[config.mk]
export PLATFORM = sky130hd
export DESIGN_NAME = sprqd_port_flat
export DESIGN_NICKNAME = d
export VERILOG_FILES = /design/src/shared/sprqd_pkg.sv /design/src/shared/sprqd_if.sv /design/src/hw/sprqd_port.sv /design/src/flat_wrapper.sv
export SDC_FILE = /design/constraint.sdc
export NUM_CORES = 1
export LEC_CHECK = 0
export ABC_AREA = 1
export BUFFER_PORTS_ARGS = -buffer_cell sky130_fd_sc_hd__buf_2
export CAP_MARGIN = 25
export CORE_MARGIN = 2
export CORE_UTILIZATION = 41
export CTS_CLUSTER_DIAMETER = 100
export DETAILED_ROUTE_END_ITERATION = 8
export GPL_TIMING_DRIVEN = 0
export HOLD_SLACK_MARGIN = 0.15
export PLACE_DENSITY = 0.68
export SLEW_MARGIN = 20
export SYNTH_ARGS = -nofsm -noshare
export SYNTH_HDL_FRONTEND = slang
export SYNTH_SLANG_ARGS = --single-unit
[constraint.sdc]
create_clock -name clk -period 5.6 [get_ports clk]
set_input_delay 1.4 -clock clk [delete_from_list [all_inputs] [get_ports clk]]
set_output_delay 1.4 -clock clk [all_outputs]
set_load 0.01 [all_outputs]
[src/shared/sprqd_pkg.sv]
package sprqd_pkg;
    // Requester native width codes
    localparam logic [1:0] WIDTH_32 = 2'h0;
    localparam logic [1:0] WIDTH_64 = 2'h1;
    localparam logic [1:0] WIDTH_128 = 2'h2;
    localparam logic [1:0] WIDTH_BAD = 2'h3;
    // Transfer size and type codes
    localparam logic [3:0] SIZE_SINGLE = 4'h0;
    localparam logic [3:0] SIZE_LINE4 = 4'h1;
    localparam logic [3:0] SIZE_LINE8 = 4'h2;
    localparam logic [3:0] SIZE_LINE16 = 4'h3;
    localparam logic [3:0] SIZE_BURST_WORD = 4'ha;
    localparam logic [3:0] SIZE_BURST_DWORD = 4'hb;
    // Words per cache line
    localparam logic [4:0] LINE4_WORDS = 5'h04;
    localparam logic [4:0] LINE8_WORDS = 5'h08;
    localparam logic [4:0] LINE16_WORDS = 5'h10;
    // Burst unit count field in byte_enable, bit 15 is the first lane
    localparam int BURST_COUNT_MSB = 15;
    localparam int BURST_COUNT_LSB = 12;
    // Attribute bit positions
    localparam int ATTR_WRITE_THROUGH = 0;
    localparam int ATTR_CACHE_INHIBIT = 1;
    localparam int ATTR_COHERENT = 2;
    localparam int ATTR_GUARDED = 3;
    localparam int ATTR_USER0 = 4;
    localparam int ATTR_USER2 = 6;
    localparam int ATTR_WIDTH = 7;
    // Outstanding command limits per direction
    localparam logic [2:0] MAX_READS = 3'h4;
    localparam logic [2:0] MAX_WRITES = 3'h4;
    // Reset values
    localparam logic [4:0] BEATS_RESET = 5'h00;
    localparam logic [2:0] COUNT_RESET = 3'h0;

    typedef enum logic [2:0] {
        SPRQD_KIND_SINGLE = 3'b001,
        SPRQD_KIND_LINE = 3'b010,
        SPRQD_KIND_BURST = 3'b100
    } sprqd_kind_t;
endpackage

[src/shared/sprqd_if.sv]
`timescale 1ns/1ns
interface sprqd_if;
    logic [1:0] requester_index;
    logic [1:0] requester_width;
    logic primary_addr_valid;
    logic secondary_addr_valid;
    logic read_not_write;
    logic [3:0] transfer_size_code;
    logic [15:0] byte_enable;
    logic [6:0] requester_transfer_attribute;
    logic read_burst_active;
    logic read_promote;
    logic [1:0] read_pending_priority;
    logic read_pending_request;
    logic [1:0] request_priority;
    logic address_acknowledge;
    logic address_error;
    logic read_data_ack;

    modport port_end (
        input requester_index,
        input requester_width,
        input primary_addr_valid,
        input secondary_addr_valid,
        input read_not_write,
        input transfer_size_code,
        input byte_enable,
        input requester_transfer_attribute,
        input read_burst_active,
        input read_promote,
        input read_pending_priority,
        input read_pending_request,
        input request_priority,
        output address_acknowledge,
        output address_error,
        output read_data_ack
    );

    modport arbiter_end (
        output requester_index,
        output requester_width,
        output primary_addr_valid,
        output secondary_addr_valid,
        output read_not_write,
        output transfer_size_code,
        output byte_enable,
        output requester_transfer_attribute,
        output read_burst_active,
        output read_promote,
        output read_pending_priority,
        output read_pending_request,
        output request_priority,
        input address_acknowledge,
        input address_error,
        input read_data_ack
    );
endinterface

[src/hw/sprqd_port.sv]
// Contract
// - Two-bit requester index, four requesters maximum
// - Width code 00/01/10 is 32/64/128, 11 illegal
// - Qualifiers meaningful only with primary valid; sampled here under secondary valid too
// - Burst read indicator drops on final beat
// - Promote makes oldest acked secondary read primary
// - Secondary valid only with valid pipelined address
// - Size 0000: single unit, byte enables select
// - Sizes 0001/0010/0011: 4/8/16-word cache lines
// - Sizes 1010/1011: word/doubleword burst, count upper BE
// - Attribute bits 0-3: W, I, M, G
// - Attribute bits 4-6: U0, U1, U2
// - Pending priority, pending request, priority ignored
// - Acknowledge cycle after sampling matching request
// - Pipelining: four reads, four writes outstanding
//
// Decided for this implementation: the address-and-strobe port.
`timescale 1ns/1ns
module sprqd_port #(
    parameter int SEC_DEPTH = 4
) (
    input wire logic clk,
    input wire logic reset_n,
    sprqd_if.port_end link,
    input wire logic pipeline_enable,
    input wire logic read_beat,
    input wire logic write_retire,
    output logic req_valid,
    output logic req_error,
    output logic req_is_read,
    output logic req_secondary,
    output logic [1:0] req_index,
    output logic [1:0] req_width,
    output sprqd_pkg::sprqd_kind_t req_kind,
    output logic [4:0] req_beats,
    output logic [15:0] req_byte_en,
    output logic req_write_through,
    output logic req_cache_inhibit,
    output logic req_coherent,
    output logic req_guarded,
    output logic [2:0] req_user_attr,
    output logic primary_read_busy,
    output logic [2:0] reads_outstanding,
    output logic [2:0] writes_outstanding
);
    typedef enum logic [1:0] {
        SPRQD_RD_IDLE = 2'b01,
        SPRQD_RD_BUSY = 2'b10
    } sprqd_rd_t;

    ////////////////////////////////////////////////////////////////////////////
    // Request decode
    logic sample_primary;
    logic sample_secondary;
    logic sample_any;
    logic bad_code;
    logic accept;
    logic [4:0] beats;
    logic [4:0] line_words;
    sprqd_pkg::sprqd_kind_t kind;
    logic [2:0] rd_cnt;
    logic [2:0] wr_cnt;
    logic ack_r;
    logic err_r;
    logic fifo_full;
    sprqd_rd_t rd_state_r;

    // Inputs are looked at only under a valid strobe; no answer-cycle resample
    assign sample_primary = link.primary_addr_valid && !ack_r && !err_r;
    assign sample_secondary = link.secondary_addr_valid && !ack_r && !err_r
        && pipeline_enable && !link.primary_addr_valid;
    assign sample_any = sample_primary || sample_secondary;

    always_comb begin
        kind = sprqd_pkg::SPRQD_KIND_SINGLE;
        line_words = sprqd_pkg::LINE4_WORDS;
        beats = 5'h01;
        bad_code = link.requester_width == sprqd_pkg::WIDTH_BAD;
        unique case (link.transfer_size_code)
            sprqd_pkg::SIZE_SINGLE: begin
                kind = sprqd_pkg::SPRQD_KIND_SINGLE;
            end
            sprqd_pkg::SIZE_LINE4, sprqd_pkg::SIZE_LINE8, sprqd_pkg::SIZE_LINE16: begin
                kind = sprqd_pkg::SPRQD_KIND_LINE;
                if (link.transfer_size_code == sprqd_pkg::SIZE_LINE8) begin
                    line_words = sprqd_pkg::LINE8_WORDS;
                end else if (link.transfer_size_code == sprqd_pkg::SIZE_LINE16) begin
                    line_words = sprqd_pkg::LINE16_WORDS;
                end
                unique case (link.requester_width)
                    sprqd_pkg::WIDTH_64: beats = line_words >> 1;
                    sprqd_pkg::WIDTH_128: beats = line_words >> 2;
                    default: beats = line_words;
                endcase
            end
            sprqd_pkg::SIZE_BURST_WORD, sprqd_pkg::SIZE_BURST_DWORD: begin
                kind = sprqd_pkg::SPRQD_KIND_BURST;
                beats = {1'b0, link.byte_enable[sprqd_pkg::BURST_COUNT_MSB:
                    sprqd_pkg::BURST_COUNT_LSB]} + 5'h01;
            end
            default: begin
                bad_code = 1'b1;
            end
        endcase
    end

    // Room check per direction; a busy primary slot defers a primary read
    always_comb begin
        if (link.read_not_write) begin
            accept = rd_cnt < sprqd_pkg::MAX_READS && !fifo_full
                && !(sample_primary && (rd_state_r == SPRQD_RD_BUSY || pop));
        end else begin
            accept = wr_cnt < sprqd_pkg::MAX_WRITES;
        end
    end

    ////////////////////////////////////////////////////////////////////////////
    // Acknowledge and decoded output registers
    logic ack_nxt;
    logic err_nxt;
    logic is_read_r;
    logic sec_r;
    logic [1:0] index_r;
    logic [1:0] width_r;
    sprqd_pkg::sprqd_kind_t kind_r;
    logic [4:0] beats_r;
    logic [15:0] be_r;
    logic [6:0] attr_r;

    always_comb begin
        ack_nxt = sample_any && !bad_code && accept;
        err_nxt = sample_any && bad_code;
    end

    always_ff @(posedge clk) begin
        if (!reset_n) begin
            ack_r <= 1'b0;
            err_r <= 1'b0;
            is_read_r <= 1'b0;
            sec_r <= 1'b0;
            index_r <= 2'h0;
            width_r <= 2'h0;
            kind_r <= sprqd_pkg::SPRQD_KIND_SINGLE;
            beats_r <= sprqd_pkg::BEATS_RESET;
            be_r <= 16'h0000;
            attr_r <= 7'h00;
        end else begin
            ack_r <= ack_nxt;
            err_r <= err_nxt;
            if (sample_any) begin
                is_read_r <= link.read_not_write;
                sec_r <= sample_secondary;
                index_r <= link.requester_index;
                width_r <= link.requester_width;
                kind_r <= kind;
                beats_r <= beats;
                be_r <= link.byte_enable;
                attr_r <= link.requester_transfer_attribute;
            end
        end
    end

    assign link.address_acknowledge = ack_r;
    assign link.address_error = err_r;
    assign req_valid = ack_r;
    assign req_error = err_r;
    assign req_is_read = is_read_r;
    assign req_secondary = sec_r;
    assign req_index = index_r;
    assign req_width = width_r;
    assign req_kind = kind_r;
    assign req_beats = beats_r;
    assign req_byte_en = be_r;
    assign req_write_through = attr_r[sprqd_pkg::ATTR_WRITE_THROUGH];
    assign req_cache_inhibit = attr_r[sprqd_pkg::ATTR_CACHE_INHIBIT];
    assign req_coherent = attr_r[sprqd_pkg::ATTR_COHERENT];
    assign req_guarded = attr_r[sprqd_pkg::ATTR_GUARDED];
    assign req_user_attr = attr_r[sprqd_pkg::ATTR_USER2:sprqd_pkg::ATTR_USER0];
    // Priority and pending-read hints from the arbiter have no load here

    ////////////////////////////////////////////////////////////////////////////
    // Acknowledged secondary reads, oldest first
    logic [4:0] fifo_mem [SEC_DEPTH];
    logic [$clog2(SEC_DEPTH)-1:0] head_r;
    logic [$clog2(SEC_DEPTH)-1:0] head_nxt;
    logic [$clog2(SEC_DEPTH)-1:0] tail_r;
    logic [$clog2(SEC_DEPTH)-1:0] tail_nxt;
    logic [$clog2(SEC_DEPTH):0] fill_r;
    logic [$clog2(SEC_DEPTH):0] fill_nxt;
    logic push;
    logic pop;
    logic rd_done;

    assign fifo_full = fill_r == ($clog2(SEC_DEPTH) + 1)'(SEC_DEPTH);
    assign push = ack_r && is_read_r && sec_r;
    assign pop = link.read_promote && fill_r != '0 && rd_state_r == SPRQD_RD_IDLE
        && !(ack_r && is_read_r && !sec_r);
    always_comb begin
        head_nxt = pop ? head_r + 1'b1 : head_r;
        tail_nxt = push ? tail_r + 1'b1 : tail_r;
        fill_nxt = fill_r + {{$clog2(SEC_DEPTH){1'b0}}, push}
            - {{$clog2(SEC_DEPTH){1'b0}}, pop};
    end

    always_ff @(posedge clk) begin
        if (!reset_n) begin
            head_r <= '0;
            tail_r <= '0;
            fill_r <= '0;
        end else begin
            head_r <= head_nxt;
            tail_r <= tail_nxt;
            fill_r <= fill_nxt;
            if (push) begin
                fifo_mem[tail_r] <= beats_r;
            end
        end
    end

    ////////////////////////////////////////////////////////////////////////////
    // Primary read beats
    sprqd_rd_t rd_state_nxt;
    logic [4:0] left_r;
    logic [4:0] left_nxt;
    logic dack_r;
    logic dack_nxt;

    always_comb begin
        rd_state_nxt = rd_state_r;
        left_nxt = left_r;
        dack_nxt = 1'b0;
        rd_done = 1'b0;
        unique case (rd_state_r)
            SPRQD_RD_IDLE: begin
                if (ack_r && is_read_r && !sec_r) begin
                    rd_state_nxt = SPRQD_RD_BUSY;
                    left_nxt = beats_r;
                end else if (pop) begin
                    rd_state_nxt = SPRQD_RD_BUSY;
                    left_nxt = fifo_mem[head_r];
                end
            end
            SPRQD_RD_BUSY: begin
                if (read_beat) begin
                    dack_nxt = 1'b1;
                    left_nxt = left_r - 5'h01;
                    if (left_r == 5'h01) begin
                        rd_state_nxt = SPRQD_RD_IDLE;
                        rd_done = 1'b1;
                    end
                end
            end
        endcase
    end

    always_ff @(posedge clk) begin
        if (!reset_n) begin
            rd_state_r <= SPRQD_RD_IDLE;
            left_r <= sprqd_pkg::BEATS_RESET;
            dack_r <= 1'b0;
        end else begin
            rd_state_r <= rd_state_nxt;
            left_r <= left_nxt;
            dack_r <= dack_nxt;
        end
    end

    assign link.read_data_ack = dack_r;
    assign primary_read_busy = rd_state_r == SPRQD_RD_BUSY;

    ////////////////////////////////////////////////////////////////////////////
    // Outstanding command counts
    logic [2:0] rd_cnt_nxt;
    logic [2:0] wr_cnt_nxt;

    always_comb begin
        rd_cnt_nxt = rd_cnt + {2'h0, ack_r && is_read_r} - {2'h0, rd_done};
        wr_cnt_nxt = wr_cnt + {2'h0, ack_r && !is_read_r}
            - {2'h0, write_retire && wr_cnt != 3'h0};
    end

    always_ff @(posedge clk) begin
        if (!reset_n) begin
            rd_cnt <= sprqd_pkg::COUNT_RESET;
            wr_cnt <= sprqd_pkg::COUNT_RESET;
        end else begin
            rd_cnt <= rd_cnt_nxt;
            wr_cnt <= wr_cnt_nxt;
        end
    end

    assign reads_outstanding = rd_cnt;
    assign writes_outstanding = wr_cnt;
endmodule

[src/flat_wrapper.sv]
// flat-port wrapper written by rule: the top's interface ports become plain ports
module sprqd_port_flat 
#(
    parameter int SEC_DEPTH = 4
)
  (clk, reset_n, pipeline_enable, read_beat, write_retire, req_valid, req_error, req_is_read, req_secondary, req_index, req_width, req_kind, req_beats, req_byte_en, req_write_through, req_cache_inhibit, req_coherent, req_guarded, req_user_attr, primary_read_busy, reads_outstanding, writes_outstanding, link_requester_index, link_requester_width, link_primary_addr_valid, link_secondary_addr_valid, link_read_not_write, link_transfer_size_code, link_byte_enable, link_requester_transfer_attribute, link_read_burst_active, link_read_promote, link_read_pending_priority, link_read_pending_request, link_request_priority, link_address_acknowledge, link_address_error, link_read_data_ack);
  sprqd_if link_i ();
  input wire logic clk;
  input wire logic reset_n;
  input wire logic pipeline_enable;
  input wire logic read_beat;
  input wire logic write_retire;
  output logic req_valid;
  output logic req_error;
  output logic req_is_read;
  output logic req_secondary;
  output logic [1:0] req_index;
  output logic [1:0] req_width;
  output sprqd_pkg::sprqd_kind_t req_kind;
  output logic [4:0] req_beats;
  output logic [15:0] req_byte_en;
  output logic req_write_through;
  output logic req_cache_inhibit;
  output logic req_coherent;
  output logic req_guarded;
  output logic [2:0] req_user_attr;
  output logic primary_read_busy;
  output logic [2:0] reads_outstanding;
  output logic [2:0] writes_outstanding;
  input wire logic [$bits(link_i.requester_index)-1:0] link_requester_index;
  input wire logic [$bits(link_i.requester_width)-1:0] link_requester_width;
  input wire logic [$bits(link_i.primary_addr_valid)-1:0] link_primary_addr_valid;
  input wire logic [$bits(link_i.secondary_addr_valid)-1:0] link_secondary_addr_valid;
  input wire logic [$bits(link_i.read_not_write)-1:0] link_read_not_write;
  input wire logic [$bits(link_i.transfer_size_code)-1:0] link_transfer_size_code;
  input wire logic [$bits(link_i.byte_enable)-1:0] link_byte_enable;
  input wire logic [$bits(link_i.requester_transfer_attribute)-1:0] link_requester_transfer_attribute;
  input wire logic [$bits(link_i.read_burst_active)-1:0] link_read_burst_active;
  input wire logic [$bits(link_i.read_promote)-1:0] link_read_promote;
  input wire logic [$bits(link_i.read_pending_priority)-1:0] link_read_pending_priority;
  input wire logic [$bits(link_i.read_pending_request)-1:0] link_read_pending_request;
  input wire logic [$bits(link_i.request_priority)-1:0] link_request_priority;
  output wire logic [$bits(link_i.address_acknowledge)-1:0] link_address_acknowledge;
  output wire logic [$bits(link_i.address_error)-1:0] link_address_error;
  output wire logic [$bits(link_i.read_data_ack)-1:0] link_read_data_ack;
  assign link_i.requester_index = link_requester_index;
  assign link_i.requester_width = link_requester_width;
  assign link_i.primary_addr_valid = link_primary_addr_valid;
  assign link_i.secondary_addr_valid = link_secondary_addr_valid;
  assign link_i.read_not_write = link_read_not_write;
  assign link_i.transfer_size_code = link_transfer_size_code;
  assign link_i.byte_enable = link_byte_enable;
  assign link_i.requester_transfer_attribute = link_requester_transfer_attribute;
  assign link_i.read_burst_active = link_read_burst_active;
  assign link_i.read_promote = link_read_promote;
  assign link_i.read_pending_priority = link_read_pending_priority;
  assign link_i.read_pending_request = link_read_pending_request;
  assign link_i.request_priority = link_request_priority;
  assign link_address_acknowledge = link_i.address_acknowledge;
  assign link_address_error = link_i.address_error;
  assign link_read_data_ack = link_i.read_data_ack;
  sprqd_port #(.SEC_DEPTH(SEC_DEPTH)) u_core (.clk(clk), .reset_n(reset_n), .link(link_i), .pipeline_enable(pipeline_enable), .read_beat(read_beat), .write_retire(write_retire), .req_valid(req_valid), .req_error(req_error), .req_is_read(req_is_read), .req_secondary(req_secondary), .req_index(req_index), .req_width(req_width), .req_kind(req_kind), .req_beats(req_beats), .req_byte_en(req_byte_en), .req_write_through(req_write_through), .req_cache_inhibit(req_cache_inhibit), .req_coherent(req_coherent), .req_guarded(req_guarded), .req_user_attr(req_user_attr), .primary_read_busy(primary_read_busy), .reads_outstanding(reads_outstanding), .writes_outstanding(writes_outstanding));
endmodule
-- Yosys cells after proc, flatten, opt, wreduce, memory -nomap -nowiden
Memories as Yosys holds them, arrays and structs flattened. A register that Yosys moved wholly into a read port is not among the register bits.
Index checks and enable logic that the tools add are counted.
- memory bits (writable): 20
- memories: 1
- register bits: 60
- input bits: 46
- logic and storage cells: 111
- output and inout port bits: 49
- memories (memory ; depth ; width ; read ports ; clocked after Yosys merged registers in ; wr ports ; line ; text):
    u_core.fifo_mem ; 4 ; 5 ; 1 ; 1 ; 1 ; sprqd_port.sv:183 ; logic [4:0] fifo_mem [SEC_DEPTH];
- order comparisons: 2
- $add $sub $neg: 10
- reductions and logical operators: 40
- mux-type cells: 25
- eq/ne operators: 15
- operator list (operator ; number):
    one-hot mux 5 bit (2 select lines) ; 3
    two-way mux 5 bit ; 5
    logical AND 1 bit ; 20
    two-way mux 2 bit ; 6
    adder 3 x 1 -> 3 bit ; 3
    zero test 1 bit ; 9
    two-way mux 1 bit ; 9
    subtractor 3 x 1 -> 3 bit ; 3
    == test 4 x 2 -> 1 bit, second input constant ; 2
    == test 4 bit, second input constant ; 2
    == test 2 bit, second input constant ; 3
    < comparator 3 bit, second input constant ; 2
    one-hot mux 3 bit (2 select lines) ; 1
    nonzero test 3 bit ; 2
    OR reduction 6 bit ; 1
    adder 4 x 1 -> 5 bit, second input constant ; 1
    == test 5 x 1 -> 1 bit, second input constant ; 1
    subtractor 5 x 1 -> 5 bit, second input constant ; 1
    adder 2 x 1 -> 2 bit, second input constant ; 2
    == test 2 x 1 -> 1 bit, second input constant ; 2
    == test 4 x 1 -> 1 bit, second input constant ; 1
    zero test 4 bit ; 1
    one-hot mux 2 bit (2 select lines) ; 1
    AND reduction 2 bit ; 2
    other kinds (8) ; 9

-- Logic depth before layout (Yosys ltp)
- word-level depth: 10
- depth in mapped cells: 13
- mapped depth without buffers: 13

-- Worst setup path before layout
Ideal clock, no wire load.
- kind: in2reg
- start point: input link_read_promote
- end point: register u_core.fill_r[2]
- arrival time: 2.837 ns
- setup slack: 2.643 ns
- data required time: 5.480 ns
- stages on the path: 12
- cells stage by stage: inv_1 a21oi_1 nand2_1 inv_1 ha_1 inv_1 ha_1 inv_1 fa_1 xor2_1 o21ai_0 a21oi_1
- cells in the longest elaborated chain, start to end: 4
- ends and longest elaborated chain (item ; line ; text):
    start: declaration ; flat_wrapper.sv:39 ; input wire logic [$bits(link_i.read_promote)-1:0] link_read_promote;
    logical AND 1 bit (2 in series) ; sprqd_port.sv:196 ; assign pop = link.read_promote && fill_r != '0 && rd_state_r == SPRQD_RD_IDLE
    logical AND 1 bit ; sprqd_port.sv:197 ; && !(ack_r && is_read_r && !sec_r);
    named net u_core.pop ; sprqd_port.sv:191 ; logic pop;
    subtractor 3 x 1 -> 3 bit ; sprqd_port.sv:202 ; - {{$clog2(SEC_DEPTH){1'b0}}, pop};
    end signal: assignment ; sprqd_port.sv:213 ; fill_r <= fill_nxt;
    end: declaration ; sprqd_port.sv:188 ; logic [$clog2(SEC_DEPTH):0] fill_r;
The timed path passes the listed nets, and every way through them passes these cells.
A chain may end at the register's enable or synchronous reset.

-- Final worst setup path
Same ends and word-level chain as after synthesis.

==> results summary <==
The flow ran to the end, and the final reports show no timing, DRC or antenna violations. The depth of the worst register-to-register path is 13. Combinational cells account for 29.1% of the total power.

The number of gates resized after CTS came out at 0. The worst clock skew came out at 0.00978 ns. The site row count came out at 35. The leakage dissipation is 0.00229 µW. The residual antenna-violating net count after detailed routing is 0. The critical path class is input pin to flip-flop. After detailed routing, the number of vias per cell comes to 4.72. After detailed routing, the average wire length per cell comes to 12.4 µm.

The endpoint identified for the worst register-to-register timing path is u_core.fill_r[2]$_SDFF_PN0_. The floorplan die width is 99.9 µm. The count of final setup violators came out at 0. The count of buffer and inverter cells on the critical path is 5.

The number of antenna diodes in the final layout is 0. The post-CTS setup buffer count came out at 0. The height of the die came out at 99.9 µm. After routing, the total negative slack on setup checks comes to 0 ns. The depth of the CTS H-tree came out at 3. The number of antenna violations at the first check in global routing came out at 0.

The min-delay analysis places its worst path in the category flip-flop to flip-flop. STA classifies the critical path endpoint as a flip-flop. TritonCTS built the clock tree. The start of the worst register-to-register path is u_core.link.address_acknowledge$_SDFF_PN0_. The via count of the first global-routing pass came out at 3,276.

The cell count after synthesis came out at 486. The first global-routing pass estimated 14.6 mm of wire. The slowest stage of the critical path belongs to the cell fa_1. The delay of the slowest critical-path stage came out at 0.40 ns.

The count of cells in the finished layout, fillers not included, comes to 701. In this run, CTS created clock tree buffers numbering 9. The endpoint required time on the critical path came out at 5.88 ns. The worst path uses 50.4% of the clock period. The maximum frequency from static timing analysis came out at 0.354 GHz. Counting buffers and inverters, the worst setup path is 13 cells deep. Net switching is 35.9% of the power. The total placed instance area came out at 4350 µm². The internal power is 1030 µW.

The number of fillers in the final layout is 927. The placed wire-length estimate after detailed placement is 6.46 mm. Setup repair after global routing left no endpoint under its margin. The routed layout has 3,312 vias. The number of synthesized register bits came out at 82. The average instance area after synthesis is 7.76 µm². During synthesis, Yosys emitted a total of 0 warnings. Of the total power, registers draw 45.9%.

The post-route standard cell area excluding fillers is 4540 µm². Buffers inserted to repair hold after CTS numbered 0. The number of nets handed over by synthesis was 551.

The maximum fanout encountered on the critical timing path is 3. The total track usage came out at 18.3%. The number of remaining DRC errors came out at 0.

The initial standard-cell utilization of the core came out at 41.6%. The number of I/O pins came out at 95. The net switching power figure came out at 578 µW. The final count of pins violating max slew was 0.

Cells with a size suffix above 1 make up 22.2% of the layout. The source-to-sink clock delay at the later pin of the worst-skew pair came out at 0.36 ns. The maximum number of pins on one net before global-route repair came out at 17. The most critical setup path has its startpoint at link_read_promote. The DRC marker count from the first detailed-route iteration is 124. The kind of cell with the highest combined delay along the critical path is adder cells. The number of violations of the max-capacitance limit came out at 0. Setup slack on the worst reg-to-reg path comes out at 3.25 ns. Among the stages of the critical path, the cell type that occurs most often is inv_1. The buffer cell driving the clock tree root is clkbuf_8. The number of input and output port buffers inserted came out at 88. The maximum clock path buffer count came out at 2. The clock slew seen by the registers of the worst setup and hold paths is 0.09 ns.

The net total in the final layout is 650. In this run the worst setup path terminates at u_core.fill_r[2]$_SDFF_PN0_. The number of endpoints with negative hold slack in the final report came out at 0. The synthesized cell area is 3770 µm².

The count of clock tree sinks came out at 82. The minimum setup slack in the final design is 2.78 ns. The weighted congestion reported at the end of routability-driven placement came out at 0.826.

The sequential fraction of the synthesis area came out at 48.8%. The total die area is 9990 µm². Prior to clock tree synthesis, the placed netlist has a worst setup slack of 2.40 ns. The clock period minus worst slack is 2.82 ns. For this run, the detailed router's first-pass iteration total came to 4. The residual overflow from global routing is 0. Walking the worst path, the cells encountered are buf_2 -> inv_1 -> a21oi_1 -> nand2_1 -> inv_1 -> ha_1 -> inv_1 -> ha_1 -> inv_1 -> fa_1 -> xor2_1 -> o21ai_0 -> a21oi_1. At the worst endpoint, the arrival time is 3.11 ns. The area of the core region came out at 9060 µm². Relative to the synthesized area, the layout overhead comes to 20.2%. The worst slew slack as a fraction of its limit is 63.3%.

The maximum VDD drop came out at 0.180 mV. The number of distinct library cells after synthesis came out at 28. The clock network accounts for 25.0% of the total power.

The number of placed instances, taps included, is 685. The wire length after detailed routing is 8.67 mm. The worst-margin pin slew is 0.550 ns. STA classifies the critical path startpoint as an input pin. Dividing total power by cell area gives a power density of 355 nW/µm².
layout by cell type, fill, tap and decap left out, types with 5 or more instances in the layout:
master     n
nor2_1    98
buf_2     97
nand2_1   80
inv_1     72
dfxtp_1   62
o21ai_0   44
a21oi_1   23
edfxtp_1  20
nand3_1   19
ha_1      16
clkbuf_8   9
clkbuf_1   5
o21ai_1    5
power groups by stage:
stage               Clock, µW  Sequential [µW]  Combinational, µW
finish                    402              739                468
global route              433              752                546
CTS                       413              740                474
detailed placement          0              752                471
global placement            0              748                453
floorplan                   0              759                316
logic make-up after synthesis:
kind of cell,count (synthesis),synth area share (%)
buffers and inverters,91,9.75
AO/OA/AOI/OAI,75,10.2
flip-flops,82,48.8
XOR/XNOR,4,0.929
adder cells (fa/ha/maj),19,6.90
AND/OR/NAND/NOR,215,23.4
state kept, by name (all words and copies together) (netlist names), 3 cells and up, named ones only:
name                       cells
u_core.attr_r                  7
u_core.reads_outstanding       3
u_core.req_beats               5
u_core.req_kind                3
u_core.fill_r                  3
u_core.req_byte_en            16
u_core.writes_outstanding      3
u_core.left_r                  5
u_core.fifo_mem               20
worst register-to-register path, cell delays in order, from the launching register on:
cell and delay (ns):
dfxtp_1 0.43, nand2_2 0.12, nor2_4 0.13, nor2_1 0.08, nand2_1 0.10, inv_1 0.07
ha_1 0.29, inv_1 0.06, ha_1 0.13, inv_1 0.05, fa_1 0.40, xor2_1 0.18
o21ai_0 0.09, a21oi_1 0.15
per-layer routing:
layer	vias to the layer above	routed length (µm)	GRT usage, %
li1	1719	-	-
met1	1489	3680	21.5
met2	91	4290	32.3
met3	13	584	5.92
met4	0	115	4.95
met5	-	0	0
cell usage after synthesis:
| cell type | n | area (µm²) |
|---|---|---|
| o21ai_0 | 44 | 220 |
| buf_4 | 2 | 15.0 |
| nand2_2 | 4 | 25.0 |
| a21oi_1 | 23 | 115 |
| edfxtp_1 | 20 | 601 |
| nand2_1 | 80 | 300 |
| nor2_1 | 98 | 368 |
| dfxtp_1 | 62 | 1240 |
| a21oi_2 | 1 | 8.76 |
| clkbuf_1 | 5 | 18.8 |
| xnor2_1 | 2 | 17.5 |
| nand4_1 | 2 | 12.5 |
| ha_1 | 16 | 200 |
| or2_2 | 1 | 6.26 |
| nor2_2 | 4 | 25.0 |
| fa_1 | 3 | 60.1 |
| buf_6 | 1 | 11.3 |
| nor2_4 | 2 | 22.5 |
| o21ai_1 | 5 | 25.0 |
| nand3_1 | 19 | 95.1 |
| xor2_1 | 2 | 17.5 |
| o31a_1 | 1 | 8.76 |
| inv_2 | 2 | 7.51 |
| o22ai_1 | 1 | 6.26 |
| buf_2 | 9 | 45.0 |
| nor3_1 | 4 | 20.0 |
| nand3_2 | 1 | 10.0 |
| inv_1 | 72 | 270 |
worst min path at each step:
stage	startpoint	to	slack (ns)	depth (start not counted)
3_5_place_dp	u_core.left_r[1]$_SDFFE_PN0P_	u_core.left_r[1]$_SDFFE_PN0P_	0.46	2
3_3_place_gp	u_core.left_r[1]$_SDFFE_PN0P_	u_core.left_r[1]$_SDFFE_PN0P_	0.46	2
4_1_cts	u_core.left_r[1]$_SDFFE_PN0P_	u_core.left_r[1]$_SDFFE_PN0P_	0.47	2
2_1_floorplan	u_core.fill_r[2]$_SDFF_PN0_	u_core.fill_r[2]$_SDFF_PN0_	0.44	1
5_1_grt	u_core.left_r[1]$_SDFFE_PN0P_	u_core.left_r[1]$_SDFFE_PN0P_	0.51	2
6_report	u_core.left_r[1]$_SDFFE_PN0P_	u_core.left_r[1]$_SDFFE_PN0P_	0.47	2
area by class of cell:
type	count	area, µm²	share of cell area, %
inverters	74	278	6.12
flip-flops and latches	82	1840	40.6
plain buffers	17	90.1	1.99
clock inverters	7	58.8	1.30
multi-input cells	313	1560	34.5
repair buffers	88	440	9.71
well taps	111	139	3.06
clock buffers	9	124	2.73
through the flow:
stage	utilization, %	hold slack, ns	total power [µW]
after floorplan	-	0.443	1080
after global placement	48.0	0.457	1200
after detailed placement	48.0	0.459	1220
after CTS	50.0	0.474	1630
after global routing	50.0	0.506	1730
final	50.0	0.469	1610
No activity file was read; power rests on OpenSTA's default activity.
